`src/rtl/spd_pkg.sv`:
```
// Package of constants for the supply protection and diagnostic block.
package spd_pkg;

    // Clock rate in kilohertz, used to turn milliseconds into cycles.
    localparam int unsigned CLK_KHZ         = 40000;

    // Retry window durations in milliseconds.
    localparam int unsigned ON_WINDOW_MS    = 90;
    localparam int unsigned OFF_WINDOW_MS   = 900;

    // Window lengths in clock cycles.
    localparam int unsigned ON_WINDOW_CYC   = ON_WINDOW_MS * CLK_KHZ;
    localparam int unsigned OFF_WINDOW_CYC  = OFF_WINDOW_MS * CLK_KHZ;

    // Output level register layout: section A low nibble, section B high.
    localparam int unsigned LEVEL_W         = 4;
    localparam int unsigned LEVEL_A_LSB     = 0;
    localparam int unsigned LEVEL_B_LSB     = 4;
    localparam logic [7:0]  LEVEL_RESET     = 8'h00;

    // Diagnostic flag register bit positions.
    localparam int unsigned FLAG_OVERTEMP   = 0;
    localparam int unsigned FLAG_OVERLOAD_A = 1;
    localparam int unsigned FLAG_OVERLOAD_B = 2;
    localparam int unsigned FLAG_SUPPLY_LOW = 3;
    localparam logic [3:0]  FLAG_RESET      = 4'h0;

    // Reset values of the configuration bits.
    localparam logic [1:0]  PULSED_RESET    = 2'h0;
    localparam logic [1:0]  OL_RELATCH_RST  = 2'h0;
    localparam logic        TH_RELATCH_RST  = 1'b0;

    // States of the per-section retry sequencer.
    typedef enum logic [1:0] {
        SPD_IDLE,
        SPD_ON_WIN,
        SPD_OFF_WIN
    } spd_retry_state_t;

endpackage : spd_pkg

```
`src/rtl/spd_top.sv`:
```
// Supply protection and diagnostic control for a dual section supply.
// Notes on behaviour
// Two 4-bit output level fields, host writable.
// Four diagnostic flags readable by host.
// Flags read low with no failure present.
// Flags: overtemp, overload A, overload B, supply-low.
// Flags latch; clear after cause gone and read.
// Interface logic resets automatically at power-on.
// Lockout ignores writes, zeroes all configuration.
// Supply-low flag set when supply below threshold.
// Pulsed select one static clamp, zero pulsed.
// Dynamic overload: 90 ms on, 900 ms off.
// Repeat windows until a clean on-window.
// Static clamp sets flag, drives fault pin low.
// Host starts capacitive loads in static mode.
// Overload relatch clears level bits, disables output.
// Without overload relatch, output re-enables automatically.
// Overtemp shuts converter and both regulators.
// Thermal relatch clears both sections' level bits.
// Without thermal relatch, outputs re-enable automatically.
// Windows are clock-derived cycle counters.
`timescale 1ns/100ps
module spd_top #(
    parameter int unsigned ON_CYC  = spd_pkg::ON_WINDOW_CYC,
    parameter int unsigned OFF_CYC = spd_pkg::OFF_WINDOW_CYC
) (
    // Clock, reset and clock enable.
    input  wire logic       clk_i,
    input  wire logic       rst_i,
    input  wire logic       ce_i,
    // Analog comparator inputs, asynchronous to the clock.
    input  wire logic       supply_lockout_i,
    input  wire logic       supply_low_i,
    input  wire logic       overtemp_i,
    input  wire logic [1:0] overload_i,
    // Register access from the serial interface logic.
    input  wire logic       level_wr_i,
    input  wire logic [7:0] level_wdata_i,
    input  wire logic       prot_wr_i,
    input  wire logic [1:0] pulsed_limit_select_i,
    input  wire logic       recov_wr_i,
    input  wire logic [1:0] overload_relatch_select_i,
    input  wire logic       thermal_relatch_select_i,
    input  wire logic       flag_rd_i,
    // Register contents.
    output logic [7:0]      output_level_register_o,
    output logic [3:0]      diag_flag_register_o,
    output logic [1:0]      pulsed_limit_select_o,
    output logic [1:0]      overload_relatch_select_o,
    output logic            thermal_relatch_select_o,
    // Power block controls.
    output logic [1:0]      output_enable_o,
    output logic            converter_enable_o,
    output logic            fault_pin_n_o
);

    // Two-stage synchronisers for the comparator inputs.
    logic [4:0] sync_1;
    logic [4:0] sync_2;
    logic       lockout;
    logic       supply_low;
    logic       overtemp;
    logic [1:0] overload;
    logic [1:0] retry_off;
    logic [1:0] retry_trip;
    logic       overtemp_rise;
    logic [1:0] overload_rise;
    logic       overtemp_q;
    logic [1:0] overload_q;
    logic       wr_ok;
    logic       rd_ok;

    // Comparator levels are analog and asynchronous, so sync them first.
    always_ff @(posedge clk_i or posedge rst_i) begin
        if (rst_i) begin
            sync_1 <= 5'h00;
            sync_2 <= 5'h00;
        end else if (ce_i) begin
            sync_1 <= {supply_lockout_i, supply_low_i, overtemp_i,
                       overload_i};
            sync_2 <= sync_1;
        end
    end

    assign lockout    = sync_2[4];
    assign supply_low = sync_2[3];
    assign overtemp   = sync_2[2];
    assign overload   = sync_2[1:0];

    // Writes are refused for the whole lockout.
    assign wr_ok = !lockout;

    // Reads during lockout are ignored too, so flags survive them.
    assign rd_ok = !lockout;

    // Edge history for the relatch events.
    always_ff @(posedge clk_i or posedge rst_i) begin
        if (rst_i) begin
            overtemp_q <= 1'b0;
            overload_q <= 2'h0;
        end else if (ce_i) begin
            overtemp_q <= overtemp;
            overload_q <= overload;
        end
    end

    assign overtemp_rise = overtemp && !overtemp_q;
    assign overload_rise = overload & ~overload_q;

    // One retry sequencer per section, only active in pulsed mode.
    spd_retry #(
        .ON_CYC  (ON_CYC),
        .OFF_CYC (OFF_CYC)
    ) u_retry_a (
        .clk_i      (clk_i),
        .rst_i      (rst_i),
        .ce_i       (ce_i),
        .dynamic_i  (!pulsed_limit_select_o[0]),
        .overload_i (overload[0]),
        .off_o      (retry_off[0]),
        .trip_o     (retry_trip[0])
    );

    spd_retry #(
        .ON_CYC  (ON_CYC),
        .OFF_CYC (OFF_CYC)
    ) u_retry_b (
        .clk_i      (clk_i),
        .rst_i      (rst_i),
        .ce_i       (ce_i),
        .dynamic_i  (!pulsed_limit_select_o[1]),
        .overload_i (overload[1]),
        .off_o      (retry_off[1]),
        .trip_o     (retry_trip[1])
    );

    // Output level register. Relatch events clear a section's nibble; an
    // event in the same cycle as a host write wins, so no trip is lost.
    always_ff @(posedge clk_i or posedge rst_i) begin
        if (rst_i) begin
            output_level_register_o <= spd_pkg::LEVEL_RESET;
        end else if (ce_i) begin
            if (lockout) begin
                output_level_register_o <= spd_pkg::LEVEL_RESET;
            end else begin
                if (level_wr_i && wr_ok) begin
                    output_level_register_o <= level_wdata_i;
                end
                if ((overload_rise[0] && overload_relatch_select_o[0])
                    || (overtemp_rise && thermal_relatch_select_o)) begin
                    output_level_register_o[spd_pkg::LEVEL_A_LSB +:
                        spd_pkg::LEVEL_W] <= 4'h0;
                end
                if ((overload_rise[1] && overload_relatch_select_o[1])
                    || (overtemp_rise && thermal_relatch_select_o)) begin
                    output_level_register_o[spd_pkg::LEVEL_B_LSB +:
                        spd_pkg::LEVEL_W] <= 4'h0;
                end
            end
        end
    end

    // Protection and recovery configuration registers.
    always_ff @(posedge clk_i or posedge rst_i) begin
        if (rst_i) begin
            pulsed_limit_select_o     <= spd_pkg::PULSED_RESET;
            overload_relatch_select_o <= spd_pkg::OL_RELATCH_RST;
            thermal_relatch_select_o  <= spd_pkg::TH_RELATCH_RST;
        end else if (ce_i) begin
            if (lockout) begin
                pulsed_limit_select_o     <= spd_pkg::PULSED_RESET;
                overload_relatch_select_o <= spd_pkg::OL_RELATCH_RST;
                thermal_relatch_select_o  <= spd_pkg::TH_RELATCH_RST;
            end else begin
                if (prot_wr_i) begin
                    pulsed_limit_select_o <= pulsed_limit_select_i;
                end
                if (recov_wr_i) begin
                    overload_relatch_select_o <= overload_relatch_select_i;
                    thermal_relatch_select_o  <= thermal_relatch_select_i;
                end
            end
        end
    end

    // Diagnostic flags. A flag clears on a read only once its cause has
    // gone; the cause being present sets it, so set always beats clear.
    always_ff @(posedge clk_i or posedge rst_i) begin
        if (rst_i) begin
            diag_flag_register_o <= spd_pkg::FLAG_RESET;
        end else if (ce_i) begin
            if (rd_ok && flag_rd_i && !overtemp) begin
                diag_flag_register_o[spd_pkg::FLAG_OVERTEMP] <= 1'b0;
            end
            if (rd_ok && flag_rd_i && !overload[0]) begin
                diag_flag_register_o[spd_pkg::FLAG_OVERLOAD_A] <= 1'b0;
            end
            if (rd_ok && flag_rd_i && !overload[1]) begin
                diag_flag_register_o[spd_pkg::FLAG_OVERLOAD_B] <= 1'b0;
            end
            if (rd_ok && flag_rd_i && !supply_low) begin
                diag_flag_register_o[spd_pkg::FLAG_SUPPLY_LOW] <= 1'b0;
            end
            if (overtemp) begin
                diag_flag_register_o[spd_pkg::FLAG_OVERTEMP] <= 1'b1;
            end
            if (overload[0] || retry_trip[0]) begin
                diag_flag_register_o[spd_pkg::FLAG_OVERLOAD_A] <= 1'b1;
            end
            if (overload[1] || retry_trip[1]) begin
                diag_flag_register_o[spd_pkg::FLAG_OVERLOAD_B] <= 1'b1;
            end
            if (supply_low) begin
                diag_flag_register_o[spd_pkg::FLAG_SUPPLY_LOW] <= 1'b1;
            end
        end
    end

    // Power controls. A section runs with a nonzero level, no lockout, no
    // overtemperature, outside its off window, and in relatch mode not
    // while the overload is still standing.
    always_ff @(posedge clk_i or posedge rst_i) begin
        if (rst_i) begin
            output_enable_o    <= 2'h0;
            converter_enable_o <= 1'b0;
        end else if (ce_i) begin
            converter_enable_o <= !lockout && !overtemp;
            output_enable_o[0] <= !lockout && !overtemp
                && (output_level_register_o[3:0] != 4'h0)
                && !retry_off[0]
                && !(overload[0] && overload_relatch_select_o[0]);
            output_enable_o[1] <= !lockout && !overtemp
                && (output_level_register_o[7:4] != 4'h0)
                && !retry_off[1]
                && !(overload[1] && overload_relatch_select_o[1]);
        end
    end

    // Fault pin is low while either overload flag is latched.
    always_ff @(posedge clk_i or posedge rst_i) begin
        if (rst_i) begin
            fault_pin_n_o <= 1'b1;
        end else if (ce_i) begin
            fault_pin_n_o <= !(overload[0] || overload[1]
                || diag_flag_register_o[spd_pkg::FLAG_OVERLOAD_A]
                || diag_flag_register_o[spd_pkg::FLAG_OVERLOAD_B]);
        end
    end

    // An overtemperature keeps the converter off next cycle.
    overtemp_off_a: assert property (@(posedge clk_i) disable iff (rst_i)
        (ce_i && overtemp) |=> !converter_enable_o)
        else $error("Converter on during overtemperature.");

    // A standing cause keeps its flag set through a read.
    flag_hold_a: assert property (@(posedge clk_i) disable iff (rst_i)
        (ce_i && supply_low) |=> diag_flag_register_o[3])
        else $error("Supply low flag not set.");

    // Lockout zeroes the level register.
    lockout_clear_a: assert property (@(posedge clk_i) disable iff (rst_i)
        (ce_i && lockout) |=> (output_level_register_o == 8'h00))
        else $error("Level bits kept during lockout.");

    // Relatch on overtemperature clears both nibbles.
    thermal_relatch_select_relatch_a: assert property (@(posedge clk_i) disable iff (rst_i)
        (ce_i && overtemp_rise && thermal_relatch_select_o)
        |=> (output_level_register_o == 8'h00))
        else $error("Thermal relatch left levels set.");

    // A flag with no cause clears on a read.
    flag_clear_a: assert property (@(posedge clk_i) disable iff (rst_i)
        (ce_i && rd_ok && flag_rd_i && !overtemp)
        |=> !diag_flag_register_o[0])
        else $error("Overtemp flag not cleared by read.");

    // Fault pin goes low when section A overload is flagged.
    fault_pin_a: assert property (@(posedge clk_i) disable iff (rst_i)
        (ce_i && overload[0]) |=> !fault_pin_n_o)
        else $error("Fault pin not low on overload.");

    // Off window disables the output.
    retry_off_a: assert property (@(posedge clk_i) disable iff (rst_i)
        (ce_i && retry_off[0]) |=> !output_enable_o[0])
        else $error("Output on during off window.");

    // Zero level keeps a section off.
    level_zero_a: assert property (@(posedge clk_i) disable iff (rst_i)
        (ce_i && output_level_register_o[7:4] == 4'h0)
        |=> !output_enable_o[1])
        else $error("Output on with zero level.");

    // A latched flag holds until it is read.
    flag_latch_a: assert property (@(posedge clk_i) disable iff (rst_i)
        (ce_i && diag_flag_register_o[1] && !flag_rd_i)
        |=> diag_flag_register_o[1])
        else $error("Flag dropped without a read.");

    // Section B overload lands in its own flag bit.
    ovl_flag_a: assert property (@(posedge clk_i) disable iff (rst_i)
        (ce_i && overload[1]) |=> diag_flag_register_o[2])
        else $error("Overload B flag not set.");

    // Overtemperature lands in its own flag bit.
    ot_flag_a: assert property (@(posedge clk_i) disable iff (rst_i)
        (ce_i && overtemp) |=> diag_flag_register_o[0])
        else $error("Overtemp flag not set.");

    // With no failure a read leaves the flag low.
    low_clear_a: assert property (@(posedge clk_i) disable iff (rst_i)
        (ce_i && rd_ok && flag_rd_i && !supply_low)
        |=> !diag_flag_register_o[3])
        else $error("Supply low flag high with no cause.");

    // A read during lockout clears nothing.
    read_lock_a: assert property (@(posedge clk_i) disable iff (rst_i)
        (ce_i && lockout && diag_flag_register_o[3])
        |=> diag_flag_register_o[3])
        else $error("Flag cleared during lockout.");

    // Lockout zeroes the configuration bits.
    lockout_cfg_a: assert property (@(posedge clk_i) disable iff (rst_i)
        (ce_i && lockout) |=> (pulsed_limit_select_o == 2'h0
            && overload_relatch_select_o == 2'h0
            && !thermal_relatch_select_o))
        else $error("Configuration kept during lockout.");

    // A plain host write lands whole in the level register.
    level_write_a: assert property (@(posedge clk_i) disable iff (rst_i)
        (ce_i && wr_ok && level_wr_i && !overtemp_rise
            && (overload_rise == 2'h0))
        |=> (output_level_register_o == $past(level_wdata_i)))
        else $error("Level write lost.");

    // Overload relatch clears the section A nibble.
    ol_relatch_a: assert property (@(posedge clk_i) disable iff (rst_i)
        (ce_i && !lockout && overload_rise[0]
            && overload_relatch_select_o[0])
        |=> (output_level_register_o[3:0] == 4'h0))
        else $error("Overload relatch left level set.");

    // Without relatch a healthy section B runs again.
    auto_on_a: assert property (@(posedge clk_i) disable iff (rst_i)
        (ce_i && !lockout && !overtemp && !retry_off[1]
            && !overload_relatch_select_o[1]
            && output_level_register_o[7:4] != 4'h0)
        |=> output_enable_o[1])
        else $error("Output not re-enabled.");

    // Static clamp never shows an off window.
    static_mode_a: assert property (@(posedge clk_i) disable iff (rst_i)
        (ce_i && pulsed_limit_select_o[0]) |=> !retry_off[0])
        else $error("Off window in static mode.");

    // The converter restarts once overtemperature is gone.
    conv_resume_a: assert property (@(posedge clk_i) disable iff (rst_i)
        (ce_i && !lockout && !overtemp) |=> converter_enable_o)
        else $error("Converter not restarted.");

    // Fault pin returns high with no overload and no flag.
    fault_release_a: assert property (@(posedge clk_i) disable iff (rst_i)
        (ce_i && (overload == 2'h0)
            && (diag_flag_register_o[2:1] == 2'h0))
        |=> fault_pin_n_o)
        else $error("Fault pin stuck low.");

endmodule : spd_top

```
`src/rtl/spd_retry.sv`:
```
// Per-section overload retry sequencer with on and off windows.
`timescale 1ns/100ps
module spd_retry #(
    parameter int unsigned ON_CYC  = spd_pkg::ON_WINDOW_CYC,
    parameter int unsigned OFF_CYC = spd_pkg::OFF_WINDOW_CYC
) (
    // Clock and reset.
    input  wire logic clk_i,
    input  wire logic rst_i,
    input  wire logic ce_i,
    // Control and status.
    input  wire logic dynamic_i,
    input  wire logic overload_i,
    output logic      off_o,
    output logic      trip_o
);

    spd_pkg::spd_retry_state_t state;
    logic [31:0]               count;
    logic                      seen;

    // Off output shuts the stage down only during the off window.
    assign off_o  = (state == spd_pkg::SPD_OFF_WIN);
    // Trip pulses when a fresh overload starts the first on window.
    assign trip_o = ce_i && dynamic_i && overload_i
                    && (state == spd_pkg::SPD_IDLE);

    // Sequencer: idle, then on window, off window, repeat while overloaded.
    always_ff @(posedge clk_i or posedge rst_i) begin
        if (rst_i) begin
            state <= spd_pkg::SPD_IDLE;
            count <= 32'h0000_0000;
            seen  <= 1'b0;
        end else if (ce_i) begin
            case (state)
                spd_pkg::SPD_IDLE: begin
                    count <= 32'h0000_0000;
                    seen  <= 1'b0;
                    if (dynamic_i && overload_i) begin
                        state <= spd_pkg::SPD_ON_WIN;
                        seen  <= 1'b1;
                    end
                end
                spd_pkg::SPD_ON_WIN: begin
                    if (overload_i) begin
                        seen <= 1'b1;
                    end
                    if (!dynamic_i) begin
                        state <= spd_pkg::SPD_IDLE;
                    end else if (count >= ON_CYC - 1) begin
                        count <= 32'h0000_0000;
                        // A clean window ends the retry cycle.
                        if (seen || overload_i) begin
                            state <= spd_pkg::SPD_OFF_WIN;
                        end else begin
                            state <= spd_pkg::SPD_IDLE;
                        end
                    end else begin
                        count <= count + 32'h0000_0001;
                    end
                end
                spd_pkg::SPD_OFF_WIN: begin
                    if (!dynamic_i) begin
                        state <= spd_pkg::SPD_IDLE;
                    end else if (count >= OFF_CYC - 1) begin
                        count <= 32'h0000_0000;
                        seen  <= 1'b0;
                        state <= spd_pkg::SPD_ON_WIN;
                    end else begin
                        count <= count + 32'h0000_0001;
                    end
                end
                default: begin
                    state <= spd_pkg::SPD_IDLE;
                end
            endcase
        end
    end

    // The off window lasts more than one cycle unless dynamic mode or the clock enable drops.
    off_bound_a: assert property (@(posedge clk_i) disable iff (rst_i)
        $rose(off_o) |-> ##1 (off_o || !dynamic_i || !ce_i))
        else $error("Off window ended at once.");

endmodule : spd_retry

```
`config.mk`:
```
export PLATFORM = sky130hd
export DESIGN_NAME = spd_top
export DESIGN_NICKNAME = d
export VERILOG_FILES = /design/src/rtl/spd_pkg.sv /design/src/rtl/spd_top.sv /design/src/rtl/spd_retry.sv
export SDC_FILE = /design/constraint.sdc
export NUM_CORES = 1
export LEC_CHECK = 0
export BUFFER_PORTS_ARGS = -buffer_cell sky130_fd_sc_hd__clkbuf_2
export CAP_MARGIN = 5
export CORE_ASPECT_RATIO = 1.25
export CORE_UTILIZATION = 61
export CTS_CLUSTER_DIAMETER = 30
export CTS_CLUSTER_SIZE = 14
export DETAILED_ROUTE_END_ITERATION = 8
export PLACE_DENSITY = 0.81
export SLEW_MARGIN = 5
export SYNTH_ARGS = -nofsm -noshare
export SYNTH_HDL_FRONTEND = slang
export SYNTH_HIERARCHICAL = 1
export SYNTH_SLANG_ARGS = --single-unit
export TNS_END_PERCENT = 10
```
`constraint.sdc`:
```
create_clock -name clk_i -period 2.6 [get_ports clk_i]
set_input_delay 0.26 -clock clk_i [delete_from_list [all_inputs] [get_ports clk_i]]
set_output_delay 0.26 -clock clk_i [all_outputs]
set_load 0.005 [all_outputs]
```
==> load_flow_metrics.sql, run 1 <==
INSERT INTO impl_metrics (metric_group, metric, value, unit) VALUES
('status', 'outcome', 'completed', ''),
('floorplanning', 'placement_rows', '40', ''),
('worst_setup_path', 'arrival', '2630', 'ps'),
('worst_setup_path', 'timing.critical_path.cells', 'ha_1 -> nand3_2 -> or3_4 -> a211o_1 -> a32o_1 -> a21oi_4 -> mux2_1', ''),
('sta', 'fmax', '416', 'MHz'),
('sta', 'layout_worst_path_cycle_share', '0.925', ''),
('floorplanning', 'io-pin-count', '46', ''),
('worst_setup_path', 'critPathTopFamily', 'compound AO/OA/AOI/OAI gates', ''),
('global_routing', 'vias_in_the_first_global_route', '4979', ''),
('routing', 'dr.pass1.iters', '7', ''),
('sta', 'finalMaxSlewViolations', '0', ''),
('sta', 'worst_slew_margin_rel', '0.467', ''),
('worst_setup_path', 'path_buf_inv', '0', ''),
('placement', 'dpl-instance-area', '6380', 'sq um'),
('yosys', 'multiplexer_fraction_of_the_synthesized_cell_area', '0.0335', ''),
('final_layout', 'area_growth_syn_to_layout', '10.7', '%'),
('sta', 'setup_tns', '0', 'ps'),
('global_routing', 'grt_pass1_wl', '23200', 'microns'),
('yosys', 'synth.net_count', '672', ''),
('placement', 'io_buffer_count', '45', ''),
('worst_setup_path', 'critical_path.startpoint_type', 'flop', ''),
('yosys', 'post_synthesis_instance_area', '6020', 'sq um'),
('yosys', 'yosysTopAreaCell', 'sky130_fd_sc_hd__dfrtp_1', ''),
('floorplanning', 'floorplan.die.height', '113', 'microns'),
('worst_setup_path', 'crit_start', 'u_retry_a/count[0]', ''),
('yosys', 'synth_commonest_cells', '103 x sky130_fd_sc_hd__dfrtp_1, 65 x sky130_fd_sc_hd__nand2_1, 43 x sky130_fd_sc_hd__a21oi_1', ''),
('yosys', 'share_of_flip_flops_with_an_asynchronous_set_or_reset', '1.00', ''),
('power', 'cellPowerDensity', '669', 'nW/um^2'),
('yosys', 'top_ff_cell_synth', 'sky130_fd_sc_hd__dfrtp_1', ''),
('yosys', 'synth.most_common_cell', 'sky130_fd_sc_hd__dfrtp_1', ''),
('placement', 'gpl.final_weighted_congestion', '0.875', ''),
('global_routing', 'globalRouteOverflowTotal', '0', ''),
('final_layout', 'num-fill-cells', '735', ''),
('routing', 'route.antenna.remaining_nets', '0', ''),
('worst_setup_path', 'cp_data_required_time', '2820', 'ps'),
('clocking', 'root_buffer', 'sky130_fd_sc_hd__clkbuf_16', ''),
('worst_setup_path', 'timing.critical_path.fanout_max', '6', ''),
('global_routing', 'grt_start_max_net_pins', '59', ''),
('yosys', 'synth_enable_flop_cells', '0', ''),
('global_routing', 'antenna_found_initial', '0', ''),
('worst_setup_path', 'timing.critical_path.to_type', 'flop', ''),
('sta', 'timing.final.hold_violations', '0', ''),
('job', 'max-cap-violations', '0', ''),
('clocking', 'path_clk_slew', '70', 'ps'),
('yosys', 'syn-instance-count', '637', ''),
('clocking', 'clock_tree.htree_level_count', '3', ''),
('power', 'ir_worst_vdd', '0.437', 'mV'),
('final_layout', 'post-route-cell-area', '6670', 'sq um'),
('sta', 'worst_margin_slew', '798', 'ps'),
('sta', 'finalSetupViolations', '0', ''),
('clocking', 'number_of_clock_buffers_inserted_by_tritoncts', '9', ''),
('routing', 'initialDrtViolationCount', '319', ''),
('sta', 'grt_setup_unrepaired', 'no', ''),
('global_routing', 'global_route.usage.total', '0.277', ''),
('yosys', 'synthDistinctLibCells', '70', ''),
('final_layout', 'register_area', '2600', 'sq um'),
('floorplanning', 'die_extent_in_x', '90.9', 'microns'),
('yosys', 'synth_adder_area_share', '0.0208', ''),
('routing', 'totalWireLength', '13600', 'microns'),
('floorplanning', 'floorplan.initialDensity', '0.627', ''),
('placement', 'post_dp_hpwl', '9460', 'microns'),
('final_layout', 'final_core_util', '0.694', ''),
('yosys', 'synth.top_cells.by_area', 'sky130_fd_sc_hd__dfrtp_1 43%, sky130_fd_sc_hd__a21o_1 4.2%, sky130_fd_sc_hd__nand2_1 4.1%', ''),
('worst_setup_path', 'criticalPathCategory', 'flop to flop', ''),
('yosys', 'synth_top_cell_area_share', '0.428', ''),
('final_layout', 'num-nets-final', '711', ''),
('yosys', 'synth_seq_cells', '104', ''),
('power', 'static-leakage-power', '3.05', 'nW'),
('yosys', 'syn-mean-instance-area', '9.45', 'sq um'),
('yosys', 'synth.yosys.seq_area_share', '0.432', ''),
('floorplanning', 'core-area', '9610', 'sq um');
[kinds of logic (layout without fill, tap and decap cells)]
family | after synthesis | after routing
simple gates | 264 | 264
mux | 18 | 18
fa+ha+maj | 10 | 10
buf+inv | 59 | 103
flops | 104 | 104
compound gates | 182 | 182
[worst register-to-register path, cell delays in order, from the launching register on]
cell and delay, ps:
sky130_fd_sc_hd__dfrtp_1 420, sky130_fd_sc_hd__ha_1 220, sky130_fd_sc_hd__nand3_2 140, sky130_fd_sc_hd__or3_4 430, sky130_fd_sc_hd__a211o_1 270, sky130_fd_sc_hd__a32o_1 290
sky130_fd_sc_hd__a21oi_4 180, sky130_fd_sc_hd__mux2_1 330
[registers in the layout, indices dropped and copies added, names as in the netlist]
name / count
u_retry_b/state: 2
sync_2: 5
u_retry_a/state: 2
fault_pin_n_o: 1
overload_relatch_select_o: 2
diag_flag_register_o: 4
output_level_register_o: 8
u_retry_b/count: 32
sync_1: 5
converter_enable_o: 1
u_retry_b/seen: 1
thermal_relatch_select_o: 1
overload_q: 2
u_retry_a/count: 32
u_retry_a/seen: 1
output_enable_o: 2
overtemp_q: 1
pulsed_limit_select_o: 2
[per-layer routing]
layer  vias up  GRT usage  part of all wire
li1       2455          -                 -
met1      2541      0.342              0.42
met2       151      0.481              0.52
met3        31     0.0444             0.036
met4         0      0.117             0.024
met5         -          0                 0
[cell type report]
| type | instances | area share |
|---|---|---|
| Clock inverter | 6 | 0.00751 |
| Sequential cell | 104 | 0.391 |
| Inverter | 23 | 0.0130 |
| Multi-Input combinational cell | 474 | 0.473 |
| Timing Repair Buffer | 64 | 0.0574 |
| Clock buffer | 10 | 0.0344 |
| Tap cell | 126 | 0.0237 |
[what timing repair did]
item	4_1_cts	5_1_grt
hold endpoints to repair	14	0
hold buffers	1	0
gates resized for setup	0	0
buffers inserted	0	0
[worst paths after layout]
kind | end | slack, ps | depth (start not counted)
max | u_retry_a/state[0] | 190 | 7
min | output_level_register_o[1] | 140 | 2
max reg2reg | u_retry_a/state[0] | 190 | 7
min reg2reg | u_retry_a/count[27] | 490 | 1
max in group asynchronous | u_retry_a/count[21] | 1230 | 4
min in group asynchronous | pulsed_limit_select_o[0] | 550 | 3
[through the flow]
step / total power [W] / hold WS [ps] / worst slack (ps) / instances
CTS: 0.00447 / 124 / 210 / 807
global route: 0.00468 / 125 / 9.06 / 807
floorplan: 0.00281 / 400 / 349 / 637
global placement: 0.00309 / 354 / 270 / 790
finish: 0.00446 / 139 / 194 / 807
detailed placement: 0.00316 / 359 / 240 / 790
[layout by cell type, fill, tap and decap left out, types with 5 or more instances in the layout]
| cell | count |
|---|---|
| sky130_fd_sc_hd__a21o_1 | 34 |
| sky130_fd_sc_hd__a21oi_1 | 43 |
| sky130_fd_sc_hd__a22o_1 | 11 |
| sky130_fd_sc_hd__a2bb2oi_1 | 6 |
| sky130_fd_sc_hd__and2_1 | 16 |
| sky130_fd_sc_hd__and3_1 | 11 |
| sky130_fd_sc_hd__buf_4 | 17 |
| sky130_fd_sc_hd__clkbuf_16 | 9 |
| sky130_fd_sc_hd__clkbuf_2 | 45 |
| sky130_fd_sc_hd__dfrtp_1 | 103 |
| sky130_fd_sc_hd__ha_1 | 10 |
| sky130_fd_sc_hd__inv_1 | 23 |
| sky130_fd_sc_hd__mux2_2 | 16 |
| sky130_fd_sc_hd__nand2_1 | 65 |
| sky130_fd_sc_hd__nand2b_1 | 5 |
| sky130_fd_sc_hd__nand3_1 | 32 |
| sky130_fd_sc_hd__nand4_1 | 13 |
| sky130_fd_sc_hd__nor2_1 | 25 |
| sky130_fd_sc_hd__nor2b_1 | 9 |
| sky130_fd_sc_hd__nor3_1 | 8 |
| sky130_fd_sc_hd__nor4_1 | 9 |
| sky130_fd_sc_hd__o21a_1 | 6 |
| sky130_fd_sc_hd__o21ai_0 | 28 |
| sky130_fd_sc_hd__o22ai_1 | 6 |
| sky130_fd_sc_hd__o31ai_1 | 8 |
| sky130_fd_sc_hd__or3_1 | 23 |
| sky130_fd_sc_hd__or4_1 | 11 |
[power by group]
| part | internal, W | leakage [nW] | total, W | switching [W] |
|---|---|---|---|---|
| Combinational | 0.000480 | 1.52 | 0.00127 | 0.000789 |
| Sequential | 0.00176 | 1.39 | 0.00190 | 0.000138 |
| Clock | 0.000666 | 0.141 | 0.00129 | 0.000627 |
No activity file was read; power rests on OpenSTA's default activity.
==> inputs of run 2 (changes only) <==
- CELL_PAD_IN_SITES_DETAIL_PLACEMENT: unset -> 1
- CELL_PAD_IN_SITES_GLOBAL_PLACEMENT: unset -> 1
- CORE_MARGIN: unset -> 3
- CORE_UTILIZATION: 61 -> 43
- PLACE_DENSITY: 0.81 -> unset
- PLACE_DENSITY_LB_ADDON: unset -> 0.1
- clock period: 2.6 -> 1.94 ns (I/O delays scaled with it)
==> run 2 against run 1 <==
Net effect:
- the run now ends with negative setup slack left
- first-iteration DRC count grew 18%
- largest cell class unchanged
- die area grew 51%
- final area grew 24%
- final cell count grew 23%
- global-route usage shrank 2.8 points
==> load_flow_metrics.sql, run 2 (synthesis gave the netlist of run 1 again) <==
INSERT INTO impl_metrics (metric_group, metric, value, unit) VALUES
('routing', 'route.detailed.vias_per_inst', '6.05', ''),
('final_layout', 'registers_with_the_most_flip_flops', 'u_retry_a/count x32, u_retry_b/count x32, output_level_register_o x8', ''),
('sta', 'layout_setup_ws', '-363', 'ps'),
('final_layout', 'n_antenna_cell', '0', ''),
('worst_setup_path', 'cp_data_required_time', '2190', 'ps'),
('sta', 'timing.final.hold_violations', '0', ''),
('floorplanning', 'core-area', '13500', 'sq um'),
('final_layout', 'layout.cells.most_common', 'sky130_fd_sc_hd__buf_4', ''),
('clocking', 'cts.sinks', '104', ''),
('global_routing', 'antenna_found_initial', '0', ''),
('final_layout', 'mostFrequentLayoutCells', '142 x sky130_fd_sc_hd__buf_4, 100 x sky130_fd_sc_hd__dfrtp_1, 65 x sky130_fd_sc_hd__nand2_1', ''),
('sta', 'fmax', '434', 'MHz'),
('clocking', 'tritoncts', 'yes', ''),
('sta', 'worst_slew_margin_rel', '0.591', ''),
('worst_setup_path', 'cpMaxStageDelayCell', 'sky130_fd_sc_hd__dfrtp_1', ''),
('power', 'static-leakage-power', '3.80', 'nW'),
('clocking', 'clkLatencyLatePin', '360', 'ps'),
('clocking', 'number_of_clock_buffers_inserted_by_tritoncts', '9', ''),
('global_routing', 'vias_in_the_first_global_route', '6306', ''),
('sta', 'grt_setup_unrepaired', 'yes', ''),
('worst_setup_path', 'criticalPathCategory', 'flop to flop', ''),
('worst_setup_path', 'timing.critical_path.cells', 'nor4bb_1 -> o211ai_1 -> a211oi_4 -> buf_4 -> o22ai_2 -> a21oi_2 -> mux2_2', ''),
('routing', 'drcViolationCount', '0', ''),
('placement', 'post_dp_hpwl', '13700', 'microns'),
('worst_setup_path', 'timing.critical_path.fanout_max', '3', ''),
('routing', 'routed-via-count', '6003', ''),
('routing', 'dr.pass1.iters', '5', ''),
('worst_setup_path', 'crit_path_max_incr_delay', '460', 'ps'),
('status', 'outcome', 'finished with violations', ''),
('worst_setup_path', 'timing.critical_path.to_type', 'flop', ''),
('final_layout', 'final_layout_size_suffix_gt1_frac', '0.400', ''),
('global_routing', 'globalRouteOverflowTotal', '0', ''),
('worst_setup_path', 'rrSetupSlack', '-360', 'ps'),
('routing', 'route.antenna.remaining_nets', '0', ''),
('sta', 'finalMaxSlewViolations', '0', ''),
('floorplanning', 'floorplan.initialDensity', '0.447', ''),
('final_layout', 'area_growth_syn_to_layout', '37.2', '%'),
('final_layout', 'num-nets-final', '852', ''),
('power', 'cellPowerDensity', '897', 'nW/um^2'),
('status', 'violations', 'negative setup slack', ''),
('sta', 'clock-skew-final', '6.78', 'ps'),
('global_routing', 'global_route.usage.total', '0.249', ''),
('floorplanning', 'floorplan.die.height', '138', 'microns'),
('clocking', 'root_buffer', 'sky130_fd_sc_hd__clkbuf_16', ''),
('sta', 'worst_margin_slew', '614', 'ps'),
('worst_setup_path', 'critical_path.startpoint_type', 'flop', ''),
('floorplanning', 'placement_rows', '47', ''),
('sta', 'finalSetupViolations', '57', ''),
('floorplanning', 'io-pin-count', '46', ''),
('clocking', 'clockBufferDepth', '2', ''),
('power', 'ir_worst_vdd', '0.606', 'mV'),
('placement', 'io_buffer_count', '45', ''),
('final_layout', 'num-fill-cells', '1487', ''),
('floorplanning', 'die_ar', '15500', 'sq um'),
('routing', 'route.detailed.wl_per_inst', '21.4', 'microns'),
('worst_setup_path', 'arrival', '2560', 'ps'),
('final_layout', 'post-route-cell-area', '8260', 'sq um'),
('floorplanning', 'die_extent_in_x', '112', 'microns'),
('placement', 'gpl.final_weighted_congestion', '0.880', ''),
('job', 'max-cap-violations', '0', ''),
('routing', 'initialDrtViolationCount', '375', ''),
('routing', 'totalWireLength', '21300', 'microns'),
('worst_hold_path', 'hold_path_class', 'input port to flop', ''),
('clocking', 'clock_tree.htree_level_count', '3', ''),
('clocking', 'path_clk_slew', '80', 'ps'),
('sta', 'layout_worst_path_cycle_share', '1.19', ''),
('sta', 'period_minus_slack', '2300', 'ps'),
('placement', 'place_ws', '-339', 'ps'),
('global_routing', 'grt_start_max_net_pins', '36', ''),
('placement', 'dpl-instance-area', '7370', 'sq um'),
('global_routing', 'grt_pass1_wl', '31600', 'microns');
[run 2: cell types whose count changed in the layout (fill, tap and decap cells not counted), moves of 5 or more]
cell and delta:
sky130_fd_sc_hd__o21ai_1 +6, sky130_fd_sc_hd__o21ai_0 -9, sky130_fd_sc_hd__ha_1 -5, sky130_fd_sc_hd__buf_6 +10, sky130_fd_sc_hd__buf_4 +125, sky130_fd_sc_hd__a21oi_1 -19
sky130_fd_sc_hd__a21oi_2 +17
[run 2: final timing paths]
check,startpoint,endpoint,cells after the start
max in group asynchronous,rst_i,u_retry_b/count[22],4
min in group asynchronous,rst_i,u_retry_b/state[1],3
worst max register to register,u_retry_b/count[18],u_retry_b/state[0],7
worst min register to register,u_retry_a/count[30],u_retry_a/count[30],1
worst min-delay path,level_wdata_i[7],output_level_register_o[7],2
worst max-delay path,u_retry_b/count[18],u_retry_b/state[0],7
[run 2: layout make-up]
type | instances | area (sq um) | area share
Sequential cell | 104 | 2610 | 0.316
Multi-Input combinational cell | 477 | 3600 | 0.436
Clock buffer | 10 | 229 | 0.0277
Clock inverter | 6 | 58.8 | 0.00712
Timing Repair Buffer | 202 | 1460 | 0.177
Inverter | 23 | 86.3 | 0.0105
Tap cell | 171 | 214 | 0.0259
[run 2: where the power goes]
| group | leakage, nW | internal [W] | switching (W) | total, W |
|---|---|---|---|---|
| sequential | 1.38 | 0.00236 | 0.000188 | 0.00255 |
| combinational | 2.29 | 0.00134 | 0.00168 | 0.00302 |
| clock | 0.137 | 0.000904 | 0.000940 | 0.00184 |
| total | 3.80 | 0.00460 | 0.00281 | 0.00741 |
[run 2: critical path, delay by kind of cell, from the launching register on]
kind	cells	cell delay [ps]
AOI/OAI and AO/OA	4	800
buffers and inverters	1	170
DFF	1	460
muxes	1	350
and+or+nand+nor	1	420
[run 2: per-layer routing]
layer / share of wire / track usage / wire length [microns]
met5: 0 / 0 / 0
met4: 0.032 / 0.0961 / 676
met3: 0.026 / 0.0398 / 549
met2: 0.57 / 0.471 / 12000
met1: 0.38 / 0.274 / 8010
[run 2: through the flow]
| stage | std cells | hold slack (ps) | util | setup TNS, ps | total power (W) |
|---|---|---|---|---|---|
| 6_report | 993 | 59.2 | 0.613 | -12010 | 0.00741 |
| 3_5_place_dp | 960 | 313 | 0.547 | -13050 | 0.00475 |
| 4_1_cts | 984 | 55.0 | 0.586 | -9260 | 0.00694 |
| 5_1_grt | 993 | 51.9 | 0.613 | -16950 | 0.00774 |
| 2_1_floorplan | 637 | 334 | - | -6270 | 0.00378 |
| 3_3_place_gp | 960 | 299 | 0.547 | -8310 | 0.00462 |
[run 2: timing repair]
item / CTS / global route
gates cloned: 3 / 4
hold buffers: 1 / 0
gates resized for setup: 38 / 74
endpoints found under the hold margin: 44 / 0
pin swaps: 19 / 23
setup buffers: 4 / 5
endpoints found under the setup margin: 57 / 58
